File: config.mk
export PLATFORM = sky130hd
export DESIGN_NAME = atwrc_top
export DESIGN_NICKNAME = d
export VERILOG_FILES = /design/src/core/atwrc_seq_if_unused_guard.sv /design/src/core/atwrc_pkg.sv /design/src/core/atwrc_seq_if.sv /design/src/core/atwrc_top.sv /design/src/core/atwrc_window.sv /design/src/core/atwrc_seq.sv
export SDC_FILE = /design/constraint.sdc
export NUM_CORES = 1
export LEC_CHECK = 0
export ABC_AREA = 1
export BUFFER_PORTS_ARGS = -buffer_cell sky130_fd_sc_hd__buf_2
export CAP_MARGIN = 25
export CORE_MARGIN = 5
export CORE_UTILIZATION = 48
export CTS_CLUSTER_DIAMETER = 150
export DETAILED_ROUTE_END_ITERATION = 12
export GPL_TIMING_DRIVEN = 0
export PLACE_DENSITY = 0.69
export SYNTH_ARGS = -nofsm -noshare
export SYNTH_HDL_FRONTEND = slang
export SYNTH_SLANG_ARGS = --single-unit
File: constraint.sdc
create_clock -name i_sys_clk -period 2.9 [get_ports i_sys_clk]
set_input_delay 0.58 -clock i_sys_clk [delete_from_list [all_inputs] [get_ports i_sys_clk]]
set_output_delay 0.58 -clock i_sys_clk [all_outputs]
set_load 0.01 [all_outputs]
File: src/core/atwrc_seq_if_unused_guard.sv
`timescale 1ns/10ps
`default_nettype none
`default_nettype wire

File: src/core/atwrc_pkg.sv
// Constants, field layouts and state encoding of the converter control block.
// Assumes an 8-bit register bus with one-cycle read latency and one clock.

package atwrc_pkg;

  // ----------------------------------------------------------------------
  // Register addresses
  // ----------------------------------------------------------------------
  localparam logic [7:0] ADDR_TRACK_SEL = 8'hba;
  localparam logic [7:0] ADDR_REF_CTRL  = 8'hd1;
  localparam logic [7:0] ADDR_CONV_CTRL = 8'he8;
  localparam logic [7:0] ADDR_UPPER_HI  = 8'hc4;
  localparam logic [7:0] ADDR_UPPER_LO  = 8'hc3;
  localparam logic [7:0] ADDR_LOWER_HI  = 8'hc6;
  localparam logic [7:0] ADDR_LOWER_LO  = 8'hc5;
  localparam logic [7:0] ADDR_RESULT_HI = 8'hbe;
  localparam logic [7:0] ADDR_RESULT_LO = 8'hbd;

  // ----------------------------------------------------------------------
  // Reset values and write masks
  // ----------------------------------------------------------------------
  localparam logic [7:0]  TRACK_SEL_RST = 8'hff;
  localparam logic [7:0]  REF_CTRL_RST  = 8'h00;
  localparam logic [15:0] UPPER_RST     = 16'hffff;
  localparam logic [15:0] LOWER_RST     = 16'h0000;
  localparam logic [7:0]  REF_WR_MASK   = 8'h3f;
  localparam logic [7:0]  UNMAPPED_READ = 8'h00;

  // ----------------------------------------------------------------------
  // Field positions
  // ----------------------------------------------------------------------
  localparam int PWR_LSB   = 4;
  localparam int TM_LSB    = 2;
  localparam int TK_LSB    = 0;
  localparam int ZTC_BIT   = 5;
  localparam int LV_BIT    = 4;
  localparam int SL_BIT    = 3;
  localparam int TEMP_BIT  = 2;
  localparam int BIAS_BIT  = 1;
  localparam int BUF_BIT   = 0;
  localparam int EN_BIT    = 7;
  localparam int BURST_BIT = 6;
  localparam int BUSY_BIT  = 4;
  localparam int WIN_BIT   = 3;

  // ----------------------------------------------------------------------
  // Tracking modes
  // ----------------------------------------------------------------------
  localparam logic [1:0] TM_RSVD = 2'h0;
  localparam logic [1:0] TM_POST = 2'h1;
  localparam logic [1:0] TM_PRE  = 2'h2;
  localparam logic [1:0] TM_DUAL = 2'h3;

  // ----------------------------------------------------------------------
  // Timing
  // ----------------------------------------------------------------------
  localparam int SYS_CLK_PERIOD_NS = 25;
  localparam int WAKE_UNIT_NS      = 200;
  localparam int WAKE_UNIT_CYC     =
    (WAKE_UNIT_NS + SYS_CLK_PERIOD_NS - 1) / SYS_CLK_PERIOD_NS;
  localparam int POST_BASE_TICKS   = 2;
  localparam logic [7:0] POST_EXTRA_M1 = 8'h01;
  localparam logic [2:0] CONV_DIV_M1   = 3'h3;
  localparam logic [2:0] CONV_DIV_HALF = 3'h2;

  typedef enum logic [2:0] {
    ST_IDLE,
    ST_WAKE,
    ST_POST,
    ST_EXTRA,
    ST_CONV
  } atwrc_state_e;

endpackage

File: src/core/atwrc_seq_if.sv
// Interface between register file and conversion sequencer.
// Assumes both ends run on the system clock.
`timescale 1ns/10ps
`default_nettype none

interface atwrc_seq_if;
  logic       enable;
  logic       burst;
  logic [3:0] pwr_field;
  logic [1:0] tm_field;
  logic [1:0] tk_field;
  logic       conv_tick;
  logic       start;
  logic       done;
  logic       power_on;
  logic       track;
  logic       begin_conv;
  logic       busy;

  modport ctl (
    output enable, burst, pwr_field, tm_field, tk_field,
    output conv_tick, start, done,
    input  power_on, track, begin_conv, busy
  );
  modport seq (
    input  enable, burst, pwr_field, tm_field, tk_field,
    input  conv_tick, start, done,
    output power_on, track, begin_conv, busy
  );
endinterface

`default_nettype wire

File: src/core/atwrc_top.sv
// Top of the converter control block: special-function registers,
// converter clock, result capture, window flag and reference controls.
// Assumes an 8-bit register bus on the system clock; the analog core
// returns its done strobe and result from outside this clock domain.
`timescale 1ns/10ps
`default_nettype none

module atwrc_top (
  // Clock and reset
  input  wire logic        i_sys_clk,
  input  wire logic        i_sys_rst,
  // Register bus
  input  wire logic [7:0]  i_sfr_addr,
  input  wire logic        i_sfr_wr,
  input  wire logic        i_sfr_rd,
  input  wire logic [7:0]  i_sfr_wdata,
  output var  logic [7:0]  o_sfr_rdata,
  // Conversion start event
  input  wire logic        i_conv_start,
  // Analog converter core
  input  wire logic        i_conv_done,
  input  wire logic [15:0] i_conv_result,
  output var  logic        o_conv_clk,
  output var  logic        o_conv_power_on,
  output var  logic        o_conv_track,
  output var  logic        o_conv_begin,
  // Window detector
  output var  logic        o_window_flag,
  // Reference and bias
  output var  logic        o_ref_level_sel,
  output var  logic        o_ref_source_sel,
  output var  logic        o_temp_sensor_on,
  output var  logic        o_bias_on,
  output var  logic        o_ref_buffer_on,
  output var  logic        o_zero_tc_bias_on
);

  // ----------------------------------------------------------------------
  // Declarations
  // ----------------------------------------------------------------------
  logic [7:0]  track_sel_r;
  logic [5:0]  ref_ctrl_r;
  logic        conv_en_r;
  logic        burst_en_r;
  logic [15:0] upper_r;
  logic [15:0] lower_r;
  logic [15:0] result_r;
  logic [2:0]  div_cnt_r;
  logic [2:0]  div_cnt_nxt;
  logic        done_meta_r;
  logic        done_sync_r;
  logic        done_dly_r;
  logic [15:0] res_meta_r;
  logic [15:0] res_sync_r;
  logic        capture;
  logic        win_flag;
  logic        win_clear;
  logic        wr_track;
  logic        wr_ref;
  logic        wr_ctrl;
  logic [7:0]  rd_mux;
  logic        ztc_need;

  atwrc_seq_if seq_bus ();

  // ----------------------------------------------------------------------
  // Write decode
  // ----------------------------------------------------------------------
  assign wr_track = i_sfr_wr && (i_sfr_addr == atwrc_pkg::ADDR_TRACK_SEL);
  assign wr_ref   = i_sfr_wr && (i_sfr_addr == atwrc_pkg::ADDR_REF_CTRL);
  assign wr_ctrl  = i_sfr_wr && (i_sfr_addr == atwrc_pkg::ADDR_CONV_CTRL);

  // Writing zero to the flag bit clears it; writing one leaves it
  assign win_clear = wr_ctrl && !i_sfr_wdata[atwrc_pkg::WIN_BIT];

  // ----------------------------------------------------------------------
  // Tracking select register
  // ----------------------------------------------------------------------
  always_ff @(posedge i_sys_clk)
  begin
    if (i_sys_rst)
      track_sel_r <= atwrc_pkg::TRACK_SEL_RST;
    else if (wr_track)
      track_sel_r <= i_sfr_wdata;
  end

  // ----------------------------------------------------------------------
  // Reference control register
  // ----------------------------------------------------------------------
  always_ff @(posedge i_sys_clk)
  begin
    if (i_sys_rst)
      ref_ctrl_r <= atwrc_pkg::REF_CTRL_RST[5:0];
    else if (wr_ref)
      ref_ctrl_r <= i_sfr_wdata[5:0] &
                    atwrc_pkg::REF_WR_MASK[5:0];
  end

  // ----------------------------------------------------------------------
  // Converter control register
  // ----------------------------------------------------------------------
  always_ff @(posedge i_sys_clk)
  begin
    if (i_sys_rst)
    begin
      conv_en_r  <= 1'b0;
      burst_en_r <= 1'b0;
    end
    else if (wr_ctrl)
    begin
      conv_en_r  <= i_sfr_wdata[atwrc_pkg::EN_BIT];
      burst_en_r <= i_sfr_wdata[atwrc_pkg::BURST_BIT];
    end
  end

  // ----------------------------------------------------------------------
  // Window limit registers
  // ----------------------------------------------------------------------
  always_ff @(posedge i_sys_clk)
  begin
    if (i_sys_rst)
      upper_r <= atwrc_pkg::UPPER_RST;
    else if (i_sfr_wr && i_sfr_addr == atwrc_pkg::ADDR_UPPER_HI)
      upper_r[15:8] <= i_sfr_wdata;
    else if (i_sfr_wr && i_sfr_addr == atwrc_pkg::ADDR_UPPER_LO)
      upper_r[7:0] <= i_sfr_wdata;
  end

  always_ff @(posedge i_sys_clk)
  begin
    if (i_sys_rst)
      lower_r <= atwrc_pkg::LOWER_RST;
    else if (i_sfr_wr && i_sfr_addr == atwrc_pkg::ADDR_LOWER_HI)
      lower_r[15:8] <= i_sfr_wdata;
    else if (i_sfr_wr && i_sfr_addr == atwrc_pkg::ADDR_LOWER_LO)
      lower_r[7:0] <= i_sfr_wdata;
  end

  // ----------------------------------------------------------------------
  // Read path
  // ----------------------------------------------------------------------
  always_comb
  begin
    rd_mux = atwrc_pkg::UNMAPPED_READ;
    unique case (i_sfr_addr)
      atwrc_pkg::ADDR_TRACK_SEL: rd_mux = track_sel_r;
      atwrc_pkg::ADDR_REF_CTRL:  rd_mux = {2'h0, ref_ctrl_r};
      atwrc_pkg::ADDR_CONV_CTRL:
      begin
        rd_mux[atwrc_pkg::EN_BIT]    = conv_en_r;
        rd_mux[atwrc_pkg::BURST_BIT] = burst_en_r;
        rd_mux[atwrc_pkg::BUSY_BIT]  = seq_bus.busy;
        rd_mux[atwrc_pkg::WIN_BIT]   = win_flag;
      end
      atwrc_pkg::ADDR_UPPER_HI:  rd_mux = upper_r[15:8];
      atwrc_pkg::ADDR_UPPER_LO:  rd_mux = upper_r[7:0];
      atwrc_pkg::ADDR_LOWER_HI:  rd_mux = lower_r[15:8];
      atwrc_pkg::ADDR_LOWER_LO:  rd_mux = lower_r[7:0];
      atwrc_pkg::ADDR_RESULT_HI: rd_mux = result_r[15:8];
      atwrc_pkg::ADDR_RESULT_LO: rd_mux = result_r[7:0];
      default:                   rd_mux = atwrc_pkg::UNMAPPED_READ;
    endcase
  end

  always_ff @(posedge i_sys_clk)
  begin
    if (i_sys_rst)
      o_sfr_rdata <= 8'h00;
    else if (i_sfr_rd)
      o_sfr_rdata <= rd_mux;
    else
      o_sfr_rdata <= 8'h00;
  end

  // ----------------------------------------------------------------------
  // Converter clock divider
  // ----------------------------------------------------------------------
  assign div_cnt_nxt = (div_cnt_r == atwrc_pkg::CONV_DIV_M1) ?
                       3'h0 : div_cnt_r + 3'h1;

  always_ff @(posedge i_sys_clk)
  begin
    if (i_sys_rst)
    begin
      div_cnt_r  <= 3'h0;
      o_conv_clk <= 1'b0;
    end
    else
    begin
      div_cnt_r  <= div_cnt_nxt;
      o_conv_clk <= (div_cnt_nxt >= atwrc_pkg::CONV_DIV_HALF);
    end
  end

  // ----------------------------------------------------------------------
  // Done strobe and result synchronisers
  // ----------------------------------------------------------------------
  always_ff @(posedge i_sys_clk)
  begin
    if (i_sys_rst)
    begin
      done_meta_r <= 1'b0;
      done_sync_r <= 1'b0;
      done_dly_r  <= 1'b0;
      res_meta_r  <= 16'h0000;
      res_sync_r  <= 16'h0000;
    end
    else
    begin
      done_meta_r <= i_conv_done;
      done_sync_r <= done_meta_r;
      done_dly_r  <= done_sync_r;
      res_meta_r  <= i_conv_result;
      res_sync_r  <= res_meta_r;
    end
  end

  // Result is held stable by the core while done is high
  assign capture = done_sync_r && !done_dly_r;

  always_ff @(posedge i_sys_clk)
  begin
    if (i_sys_rst)
      result_r <= 16'h0000;
    else if (capture)
      result_r <= res_sync_r;
  end

  // ----------------------------------------------------------------------
  // Window comparator
  // ----------------------------------------------------------------------
  atwrc_window u_window (
    .i_sys_clk (i_sys_clk),
    .i_sys_rst (i_sys_rst),
    .i_load    (capture),
    .i_result  (res_sync_r),
    .i_upper   (upper_r),
    .i_lower   (lower_r),
    .i_clear   (win_clear),
    .o_flag    (win_flag)
  );

  always_ff @(posedge i_sys_clk)
  begin
    if (i_sys_rst)
      o_window_flag <= 1'b0;
    else
      o_window_flag <= win_flag;
  end

  // ----------------------------------------------------------------------
  // Conversion sequencer
  // ----------------------------------------------------------------------
  assign seq_bus.enable    = conv_en_r;
  assign seq_bus.burst     = burst_en_r;
  assign seq_bus.pwr_field = track_sel_r[atwrc_pkg::PWR_LSB +: 4];
  assign seq_bus.tm_field  = track_sel_r[atwrc_pkg::TM_LSB +: 2];
  assign seq_bus.tk_field  = track_sel_r[atwrc_pkg::TK_LSB +: 2];
  assign seq_bus.conv_tick = (div_cnt_r == atwrc_pkg::CONV_DIV_M1);
  assign seq_bus.start     = i_conv_start;
  assign seq_bus.done      = capture;

  atwrc_seq u_seq (
    .i_sys_clk (i_sys_clk),
    .i_sys_rst (i_sys_rst),
    .bus       (seq_bus)
  );

  always_ff @(posedge i_sys_clk)
  begin
    if (i_sys_rst)
    begin
      o_conv_power_on <= 1'b0;
      o_conv_track    <= 1'b0;
      o_conv_begin    <= 1'b0;
    end
    else
    begin
      o_conv_power_on <= seq_bus.power_on;
      o_conv_track    <= seq_bus.track;
      o_conv_begin    <= seq_bus.begin_conv;
    end
  end

  // ----------------------------------------------------------------------
  // Reference and bias controls
  // ----------------------------------------------------------------------
  // Zero-TC bias is needed whenever any analog consumer is active
  assign ztc_need = seq_bus.power_on ||
                    ref_ctrl_r[atwrc_pkg::TEMP_BIT] ||
                    ref_ctrl_r[atwrc_pkg::BIAS_BIT] ||
                    ref_ctrl_r[atwrc_pkg::BUF_BIT];

  always_ff @(posedge i_sys_clk)
  begin
    if (i_sys_rst)
    begin
      o_ref_level_sel   <= 1'b0;
      o_ref_source_sel  <= 1'b0;
      o_temp_sensor_on  <= 1'b0;
      o_bias_on         <= 1'b0;
      o_ref_buffer_on   <= 1'b0;
      o_zero_tc_bias_on <= 1'b0;
    end
    else
    begin
      o_ref_level_sel   <= ref_ctrl_r[atwrc_pkg::LV_BIT];
      o_ref_source_sel  <= ref_ctrl_r[atwrc_pkg::SL_BIT];
      o_temp_sensor_on  <= ref_ctrl_r[atwrc_pkg::TEMP_BIT];
      o_bias_on         <= ref_ctrl_r[atwrc_pkg::BIAS_BIT];
      o_ref_buffer_on   <= ref_ctrl_r[atwrc_pkg::BUF_BIT];
      // Software must force this on before oscillator suspend
      o_zero_tc_bias_on <= ref_ctrl_r[atwrc_pkg::ZTC_BIT] ||
                           ztc_need;
    end
  end

endmodule

`default_nettype wire

File: src/core/atwrc_window.sv
// Window comparator with its sticky match flag.
// Assumes load is a one-cycle pulse carrying the result being stored.
`timescale 1ns/10ps
`default_nettype none

module atwrc_window (
  // Clock and reset
  input  wire logic        i_sys_clk,
  input  wire logic        i_sys_rst,
  // Result and limits
  input  wire logic        i_load,
  input  wire logic [15:0] i_result,
  input  wire logic [15:0] i_upper,
  input  wire logic [15:0] i_lower,
  // Software clear
  input  wire logic        i_clear,
  // Flag
  output var  logic        o_flag
);

  logic above;
  logic below;
  logic hit;

  assign above = i_result > i_upper;
  assign below = i_result < i_lower;
  // Lower above upper means an inside band, else an outside band
  assign hit = (i_lower > i_upper) ? (above & below)
                                   : (above | below);

  // Set wins over a clear in the same cycle
  always_ff @(posedge i_sys_clk)
  begin
    if (i_sys_rst)
      o_flag <= 1'b0;
    else if (i_load && hit)
      o_flag <= 1'b1;
    else if (i_clear)
      o_flag <= 1'b0;
  end

endmodule

`default_nettype wire

File: src/core/atwrc_seq.sv
// Conversion sequencer: power state, burst wake-up and tracking.
// Assumes start and done are one-cycle pulses on the system clock.
`timescale 1ns/10ps
`default_nettype none

module atwrc_seq (
  // Clock and reset
  input  wire logic   i_sys_clk,
  input  wire logic   i_sys_rst,
  // Control and status
  atwrc_seq_if.seq    bus
);

  atwrc_pkg::atwrc_state_e state_r;
  atwrc_pkg::atwrc_state_e state_nxt;
  logic [7:0]              cnt_r;
  logic [7:0]              cnt_nxt;
  logic                    post_mode;
  logic                    pre_mode;
  logic                    sleeps;
  logic [7:0]              wake_m1;
  logic [7:0]              post_m1;

  assign post_mode = (bus.tm_field != atwrc_pkg::TM_PRE);
  assign pre_mode  = (bus.tm_field == atwrc_pkg::TM_PRE) ||
                     (bus.tm_field == atwrc_pkg::TM_DUAL);
  assign sleeps    = bus.burst && !bus.enable;
  assign wake_m1   = 8'((int'(bus.pwr_field) + 1) *
                        atwrc_pkg::WAKE_UNIT_CYC - 1);
  assign post_m1   = 8'((atwrc_pkg::POST_BASE_TICKS <<
                         bus.tk_field) - 1);

  always_comb
  begin
    state_nxt = state_r;
    cnt_nxt   = cnt_r;
    unique case (state_r)
      atwrc_pkg::ST_IDLE:
        if (bus.start && (bus.enable || bus.burst))
        begin
          if (sleeps)
          begin
            state_nxt = atwrc_pkg::ST_WAKE;
            cnt_nxt   = wake_m1;
          end
          else if (post_mode)
          begin
            state_nxt = atwrc_pkg::ST_POST;
            cnt_nxt   = post_m1;
          end
          else
            state_nxt = atwrc_pkg::ST_CONV;
        end
      atwrc_pkg::ST_WAKE:
        if (cnt_r != 8'h00)
          cnt_nxt = cnt_r - 8'h01;
        else if (post_mode)
        begin
          state_nxt = atwrc_pkg::ST_POST;
          cnt_nxt   = post_m1;
        end
        else
          state_nxt = atwrc_pkg::ST_CONV;
      atwrc_pkg::ST_POST:
        if (bus.conv_tick)
        begin
          if (cnt_r != 8'h00)
            cnt_nxt = cnt_r - 8'h01;
          else
          begin
            state_nxt = atwrc_pkg::ST_EXTRA;
            cnt_nxt   = atwrc_pkg::POST_EXTRA_M1;
          end
        end
      atwrc_pkg::ST_EXTRA:
        if (cnt_r != 8'h00)
          cnt_nxt = cnt_r - 8'h01;
        else
          state_nxt = atwrc_pkg::ST_CONV;
      atwrc_pkg::ST_CONV:
        if (bus.done)
          state_nxt = atwrc_pkg::ST_IDLE;
    endcase
  end

  always_ff @(posedge i_sys_clk)
  begin
    if (i_sys_rst)
    begin
      state_r        <= atwrc_pkg::ST_IDLE;
      cnt_r          <= 8'h00;
      bus.power_on   <= 1'b0;
      bus.track      <= 1'b0;
      bus.begin_conv <= 1'b0;
      bus.busy       <= 1'b0;
    end
    else
    begin
      state_r <= state_nxt;
      cnt_r   <= cnt_nxt;
      if (!bus.burst)
        bus.power_on <= bus.enable;
      else if (bus.enable)
        bus.power_on <= 1'b1;
      else
        bus.power_on <= (state_nxt != atwrc_pkg::ST_IDLE);
      bus.track <= (state_nxt == atwrc_pkg::ST_POST) ||
                   (state_nxt == atwrc_pkg::ST_EXTRA) ||
                   ((state_nxt == atwrc_pkg::ST_IDLE) && pre_mode &&
                    bus.enable);
      bus.begin_conv <= (state_nxt == atwrc_pkg::ST_CONV) &&
                        (state_r != atwrc_pkg::ST_CONV);
      bus.busy <= (state_nxt != atwrc_pkg::ST_IDLE);
    end
  end

endmodule

`default_nettype wire

Word-level counts from Yosys, hierarchy flattened
Cells that the tools add are included.
Storage, ports and cells
  ROM bits: 0
  output and inout port bits: 19
  word-level logic and storage cells: 136
  memories: 0
  input port bits: 38
  latch bits: 0
  register bits: 137
  memory bits (writable): 0
Operators by class
  $lt $le $gt $ge: 4
  multiply operators: 0
  add/sub/neg operators: 5
  div/mod/pow operators: 0
  reductions and logical operators: 36
  bitwise logic cells: 5
  eq/ne operators: 24
  shift-type cells: 1
  mux-type cells: 27
Operators with widths (number)
  == test 8 bit (second input constant): 9
  two-way mux 8 bit: 7
  greater-than comparator 16 bit: 2
  case mux 8 bit (4 select lines): 1
  two-way mux 3 bit: 9
  case mux 3 bit (8 select lines): 1
  case mux 2 bit (9 select lines): 1
  < comparator 16 bit: 1
  case mux 2 bit (8 select lines): 1
  subtractor 8 x 2 -> 8 bit (second input constant): 2
  == test 3 x 2 -> 1 bit (second input constant): 5
  logical AND 1 bit: 15
  case mux 3 bit (5 select lines): 1
  logical OR 1 bit: 8
  case mux 1 bit (8 select lines): 1
  nonzero test 8 bit: 1
  left shift 2 x 2 -> 8 bit (first input constant): 1
  subtractor 8 x 1 -> 8 bit (second input constant): 1
  == test 3 bit (second input constant): 2
  zero test 3 bit: 2
  adder 4 x 1 -> 5 bit (second input constant): 1
  two-way mux 1 bit: 5
  == test 2 bit (second input constant): 2
  inequality test 2 x 1 -> 1 bit (second input constant): 2
  15 further kinds: 21

Logic depth before layout (Yosys ltp)
  word-level depth: 9
  mapped depth: 16
  gate-level depth less buffers: 16

Modules after synthesis
Synthesis repeated with hierarchy kept, for this count alone.
Unflattened totals
  cells, all modules: 1031
  area total of the unflattened synthesis: 7362.1 um2
By module, submodules not included
  atwrc_top: times used 1, sequential area each 2422.3 um2, cells an instance 604, area each 4725.8 um2
  atwrc_seq: times used 1, sequential area each 300.3 um2, cells an instance 228, area each 1382.6 um2
  atwrc_window: times used 1, sequential area each 20.0 um2, cells an instance 199, area each 1253.7 um2

Least setup slack after synthesis
OpenSTA, ideal clock, no wires.
  path type: in2reg
  start: in i_sfr_addr[3]
  end: reg lower_r[5]
  data arrival time: 1551 ps
  library setup time: 119 ps
  stages on the path: 9
  setup slack: 1230 ps
  buffers on the path: 1
  required time: 2781 ps
  path through: inv_1 -> nand2_1 -> nor3_4 -> inv_2 -> nor2_4 -> nand2_2 -> buf_2 -> o21ai_0 -> a21oi_1
On the way
  cells in the longest elaborated chain, start to end: 4
  elaborated cells on any way between the ends: 6
  classes of those cells: eq/ne: 2; bitwise: 1; reduce/logical: 3
Ends and longest elaborated chain
  from (decl): RTL line atwrc_top.sv:13  | input wire logic [7:0] i_sfr_addr,
  == test 8 bit: RTL line atwrc_top.sv:133  | else if (i_sfr_wr && i_sfr_addr == atwrc_pkg::ADDR_LOWER_HI)
  logical AND 1 bit: RTL line atwrc_top.sv:133
  inverter 1 bit (no source line)
  AND reduction 2 bit (no source line) (*)
  to (signal assigned): RTL line atwrc_top.sv:132  | lower_r <= atwrc_pkg::LOWER_RST;
  to (signal assigned): RTL line atwrc_top.sv:136  | lower_r[7:0] <= i_sfr_wdata;
  to (decl): RTL line atwrc_top.sv:46  | logic [15:0] lower_r;
Mark *: on every way between the ends. The rest lies on a longest branch, timed or not.
A chain may end at the register's enable or synchronous reset.

Worst setup path after layout
  start: reg u_seq.cnt_r[0]
  end: reg u_seq.bus.power_on
On the way
  cells in the longest elaborated chain, start to end: 7
  elaborated cells on any way between the ends: 9
  classes of those cells: mux: 7; reduce/logical: 2
Ends and longest elaborated chain
  from (decl): RTL line atwrc_seq.sv:16  | logic [7:0] cnt_r;
  from (signal assigned): RTL line atwrc_seq.sv:100  | cnt_r <= cnt_nxt;
  nonzero test 8 bit (*): RTL line atwrc_seq.sv:55, atwrc_seq.sv:67, atwrc_seq.sv:76
  two-way mux 3 bit: RTL line atwrc_seq.sv:67  | if (cnt_r != 8'h00)
  two-way mux 3 bit: RTL line atwrc_seq.sv:65  | if (bus.conv_tick)
  case mux 3 bit (5 select lines) (*): RTL line atwrc_seq.sv:37  | unique case (state_r)
  nonzero test 3 bit (*): RTL line atwrc_seq.sv:106  | bus.power_on <= (state_nxt != atwrc_pkg::ST_IDLE);
  two-way mux 1 bit (*): RTL line atwrc_seq.sv:103  | else if (bus.enable)
  two-way mux 1 bit (*): RTL line atwrc_seq.sv:101  | if (!bus.burst)
  to (signal assigned): RTL line atwrc_seq.sv:102  | bus.power_on <= bus.enable;
  to (signal assigned): RTL line atwrc_seq.sv:106
  to (decl): RTL line atwrc_seq_if.sv:28  | output power_on, track, begin_conv, busy
Marks and branches as above.

==> impl_metrics.xml <==
<?xml version="1.0" encoding="UTF-8"?>
<metrics>
  <group name="sta">
    <metric name="setup_repair_after_global_routing_missed_its_margin" unit="">no</metric>
    <metric name="fin_tns_setup" unit="ps">0</metric>
    <metric name="hold_viol" unit="">0</metric>
    <metric name="report.final.slew_viol_count" unit="">0</metric>
    <metric name="setup_viol" unit="">0</metric>
    <metric name="timing_worst_slew_pin_value" unit="ps">827</metric>
    <metric name="post-route-min-period" unit="ps">1950</metric>
    <metric name="worst_clock_skew" unit="ps">8.85</metric>
    <metric name="final.period_utilization" unit="">0.673</metric>
    <metric name="timing.fmax" unit="GHz">0.513</metric>
    <metric name="maxSlewHeadroom" unit="">0.449</metric>
  </group>
  <group name="routing">
    <metric name="vias" unit="">6314</metric>
    <metric name="final_antenna_net_count" unit="">0</metric>
    <metric name="drcViolationCount" unit="">0</metric>
    <metric name="route.detailed.vias_per_inst" unit="">5.28</metric>
    <metric name="detail_route.wirelength" unit="mm">18.9</metric>
    <metric name="first_pass_iters" unit="">5</metric>
    <metric name="drt-wirelength-per-cell" unit="um">15.8</metric>
    <metric name="initialDrtViolationCount" unit="">610</metric>
  </group>
  <group name="placed_design">
    <metric name="number_of_port_buffers" unit="">56</metric>
    <metric name="post_dp_cell_area" unit="mm2">0.00731</metric>
    <metric name="numPlacedInstances" unit="">1163</metric>
    <metric name="gp_congestion" unit="">0.936</metric>
    <metric name="dp_hpwl" unit="mm">14.2</metric>
  </group>
  <group name="global_route">
    <metric name="antenna_found_initial" unit="">0</metric>
    <metric name="grt_start_max_net_pins" unit="">17</metric>
    <metric name="grt_pass1_vias" unit="">5721</metric>
    <metric name="global_route.usage.total" unit="">0.237</metric>
    <metric name="grt_pass1_wl" unit="mm">30.4</metric>
    <metric name="groute.layer.met1.usage" unit="">0.335</metric>
    <metric name="overflow" unit="">0</metric>
    <metric name="top_usage_layer" unit="">met2</metric>
    <metric name="grt.met3_usage" unit="">0.0486</metric>
    <metric name="grt_util_met2" unit="">0.348</metric>
  </group>
  <group name="logic_synthesis">
    <metric name="fraction_of_registers_with_async_set_reset" unit="">0</metric>
    <metric name="synthesis.area" unit="mm2">0.00680</metric>
    <metric name="synth_fp_nets" unit="">1016</metric>
    <metric name="synthesized_instance_count" unit="">927</metric>
    <metric name="synth.yosys.warnings" unit="">0</metric>
    <metric name="synth_top_cell_area_share" unit="">0.403</metric>
    <metric name="postSynthAreaPerCell" unit="um2">7.34</metric>
    <metric name="synth-main-ff-cell" unit="">sky130_fd_sc_hd__dfxtp_1</metric>
    <metric name="seq_area_frac_synth" unit="">0.403</metric>
    <metric name="edff_count_synth" unit="">0</metric>
    <metric name="ys_top_cells_by_area" unit="">sky130_fd_sc_hd__dfxtp_1 (40%), sky130_fd_sc_hd__ha_1 (9.4%), sky130_fd_sc_hd__nand2_1 (7.8%)</metric>
    <metric name="flip_flop_and_latch_count_after_synthesis" unit="">137</metric>
    <metric name="yosys.area.top_type" unit="">sky130_fd_sc_hd__dfxtp_1</metric>
    <metric name="ys_types" unit="">44</metric>
  </group>
  <group name="power">
    <metric name="worst_ir_drop_vdd" unit="V">0.000462</metric>
    <metric name="internal_power" unit="mW">3.72</metric>
    <metric name="pwr_density_cell" unit="mW/mm2">722</metric>
    <metric name="netSwitchingPower" unit="mW">1.98</metric>
    <metric name="seq_power_share" unit="">0.370</metric>
    <metric name="clockPowerShare" unit="">0.368</metric>
    <metric name="p_comb_frac" unit="">0.262</metric>
    <metric name="total_power" unit="mW">5.69</metric>
    <metric name="power_switching_share" unit="">0.347</metric>
    <metric name="static-leakage-power" unit="nW">3.96</metric>
  </group>
  <group name="clocking">
    <metric name="cts_resized" unit="">0</metric>
    <metric name="cts_tree" unit="">built</metric>
    <metric name="ctsHoldBuffers" unit="">0</metric>
    <metric name="post_cts.repair.setup_buffers" unit="">0</metric>
    <metric name="clk_transition_reported_paths" unit="ps">60</metric>
    <metric name="cts_num_sinks" unit="">137</metric>
    <metric name="cts.root.buffer_cell" unit="">sky130_fd_sc_hd__clkbuf_16</metric>
    <metric name="clk_path_buf_depth" unit="">2</metric>
    <metric name="cts_htree_levels" unit="">4</metric>
    <metric name="worstSkewPairLatency" unit="ps">430</metric>
    <metric name="numCtsBuffers" unit="">17</metric>
  </group>
  <group name="final_layout">
    <metric name="finalInstanceArea" unit="mm2">0.00788</metric>
    <metric name="mostFrequentLayoutCells" unit="">sky130_fd_sc_hd__nand2_1 (142), sky130_fd_sc_hd__inv_1 (141), sky130_fd_sc_hd__dfxtp_1 (137)</metric>
    <metric name="fillerInstances" unit="">1314</metric>
    <metric name="post_route_cells_drive_above_1_share" unit="">0.128</metric>
    <metric name="layout.nets" unit="">1091</metric>
    <metric name="finalNonFillerCells" unit="">1196</metric>
    <metric name="syn_to_final_growth" unit="%">15.9</metric>
    <metric name="most_common_cell_after_layout_fill_and_taps_aside" unit="">sky130_fd_sc_hd__nand2_1</metric>
  </group>
  <group name="critical_path">
    <metric name="critical_path.reg2reg.startpoint" unit="">u_seq.cnt_r[0]$_SDFFE_PP0P_</metric>
    <metric name="worst-setup-path-type" unit="">reg -&gt; reg</metric>
    <metric name="crit_fanout" unit="">9</metric>
    <metric name="crit_path_end_kind" unit="">flip-flop</metric>
    <metric name="worstRegToRegCells" unit="">11</metric>
    <metric name="reg2reg_slack" unit="ps">950</metric>
    <metric name="cp_data_arrival_time" unit="ps">2270</metric>
    <metric name="critical_path_rt" unit="ps">3220</metric>
    <metric name="rr_endpoint" unit="">u_seq.bus.power_on$_SDFF_PP0_</metric>
    <metric name="start_kind" unit="">flip-flop</metric>
  </group>
  <group name="die">
    <metric name="full_die_area" unit="mm2">0.0167</metric>
    <metric name="horizontal_die_dimension" unit="um">129</metric>
    <metric name="site_rows" unit="">43</metric>
    <metric name="initial_utilization" unit="">0.490</metric>
    <metric name="core" unit="mm2">0.0139</metric>
    <metric name="chipHeight" unit="um">129</metric>
    <metric name="pin_count" unit="">57</metric>
  </group>
  <group name="min_path">
    <metric name="holdCritStartpoint" unit="">i_conv_result[0]</metric>
    <metric name="holdPathStages" unit="">3</metric>
    <metric name="worstHoldEndpoint" unit="">res_meta_r[0]$_SDFF_PP0_</metric>
    <metric name="hold_class" unit="">in -&gt; reg</metric>
  </group>
  <group name="outcome">
    <metric name="status" unit="">completed</metric>
  </group>
  <group name="run">
    <metric name="maxCapViolations" unit="">0</metric>
  </group>
</metrics>
-- how the worst max path moves through the flow --
stage                                     start                       endpoint  slack [ps]  depth (start not counted)
floorplan                         i_sfr_addr[3]        lower_r[5]$_SDFFE_PP0P_        1230                          9
global placement                      i_sys_rst        div_cnt_r[1]$_SDFF_PP0_         750                          4
detailed placement                    i_sys_rst        div_cnt_r[1]$_SDFF_PP0_         730                          4
CTS                 u_seq.cnt_r[0]$_SDFFE_PP0P_  u_seq.bus.power_on$_SDFF_PP0_         990                         11
global route        u_seq.cnt_r[0]$_SDFFE_PP0P_  u_seq.bus.power_on$_SDFF_PP0_         800                         11
finish              u_seq.cnt_r[0]$_SDFFE_PP0P_  u_seq.bus.power_on$_SDFF_PP0_         950                         11
-- layout make-up --
cell class,instances,area (um2),share of cell area
inverters,149,559,0.0710
flip-flops and latches,137,2740,0.348
diodes,1,2.50,0.000318
repair buffers,56,280,0.0356
plain buffers,21,96.3,0.0122
clock buffers,17,425,0.0540
multi-input cells,620,3400,0.432
clock inverters,15,145,0.0184
well taps,180,225,0.0286
-- synthesized netlist by cell type, types with 2 or more instances --
library cell                  n
sky130_fd_sc_hd__a31oi_1      3
sky130_fd_sc_hd__o211ai_1     4
sky130_fd_sc_hd__nand4_1      8
sky130_fd_sc_hd__nor2_2       4
sky130_fd_sc_hd__nand2_1    142
sky130_fd_sc_hd__inv_2        7
sky130_fd_sc_hd__buf_1        2
sky130_fd_sc_hd__a21oi_1     87
sky130_fd_sc_hd__o2111ai_1    2
sky130_fd_sc_hd__buf_2        5
sky130_fd_sc_hd__nor2_1     130
sky130_fd_sc_hd__ha_1        51
sky130_fd_sc_hd__nor2_4       4
sky130_fd_sc_hd__xor2_1       8
sky130_fd_sc_hd__o22ai_1     20
sky130_fd_sc_hd__nor3_4       4
sky130_fd_sc_hd__nor3_1      10
sky130_fd_sc_hd__dfxtp_1    137
sky130_fd_sc_hd__inv_1      141
sky130_fd_sc_hd__o21ai_0     84
sky130_fd_sc_hd__o21ai_2      3
sky130_fd_sc_hd__nand3_1     31
sky130_fd_sc_hd__nand2_2      6
sky130_fd_sc_hd__o21ai_1      3
sky130_fd_sc_hd__clkbuf_1    12
-- sequential cells by signal, summed over array words and instances (netlist names), 8 cells and up --
signal       cells
result_r        16
u_seq.cnt_r      8
res_sync_r      16
upper_r         16
res_meta_r      16
lower_r         16
o_sfr_rdata      8
track_sel_r      8
-- stage by stage --
step / worst slack [ps] / util / hold slack (ps)
after floorplan: 1230 / - / 388
after global placement: 755 / 0.527 / 390
after detailed placement: 732 / 0.527 / 393
after CTS: 985 / 0.568 / 341
after global routing: 802 / 0.568 / 344
final: 949 / 0.568 / 350
-- per-layer routing --
layer,wire (um),share of wire
met1,8610,0.45
met2,7890,0.42
met3,1670,0.088
met4,765,0.040
met5,0,0
-- power groups by stage --
| stage | clock, mW | sequential, mW | combinational (mW) |
|---|---|---|---|
| 2_1_floorplan | 0 | 2.12 | 1.15 |
| 3_3_place_gp | 0 | 2.14 | 1.46 |
| 3_5_place_dp | 0 | 2.14 | 1.47 |
| 4_1_cts | 2.11 | 2.10 | 1.48 |
| 5_1_grt | 2.21 | 2.12 | 1.69 |
| 6_report | 2.10 | 2.11 | 1.49 |
-- worst max-delay path, cell delays in order, from the launching register on --
cell,delay [ps]
sky130_fd_sc_hd__dfxtp_1,310
sky130_fd_sc_hd__inv_1,120
sky130_fd_sc_hd__ha_1,290
sky130_fd_sc_hd__nand4_4,170
sky130_fd_sc_hd__nor2_8,190
sky130_fd_sc_hd__nand2_1,70
sky130_fd_sc_hd__nand3_1,60
sky130_fd_sc_hd__nand3_1,130
sky130_fd_sc_hd__nor2_2,210
sky130_fd_sc_hd__nand3_1,120
sky130_fd_sc_hd__nand2_1,120
sky130_fd_sc_hd__inv_1,50
-- cell families after synthesis --
kind of cell | count (synthesis) | synth area share
buffers and inverters | 170 | 0.0964
flip-flops | 137 | 0.403
AND/OR/NAND/NOR | 349 | 0.228
AO/OA/AOI/OAI | 211 | 0.167
XOR/XNOR | 9 | 0.0116
adder cells (fa/ha/maj) | 51 | 0.0938
(Power assumes the default switching activity.)
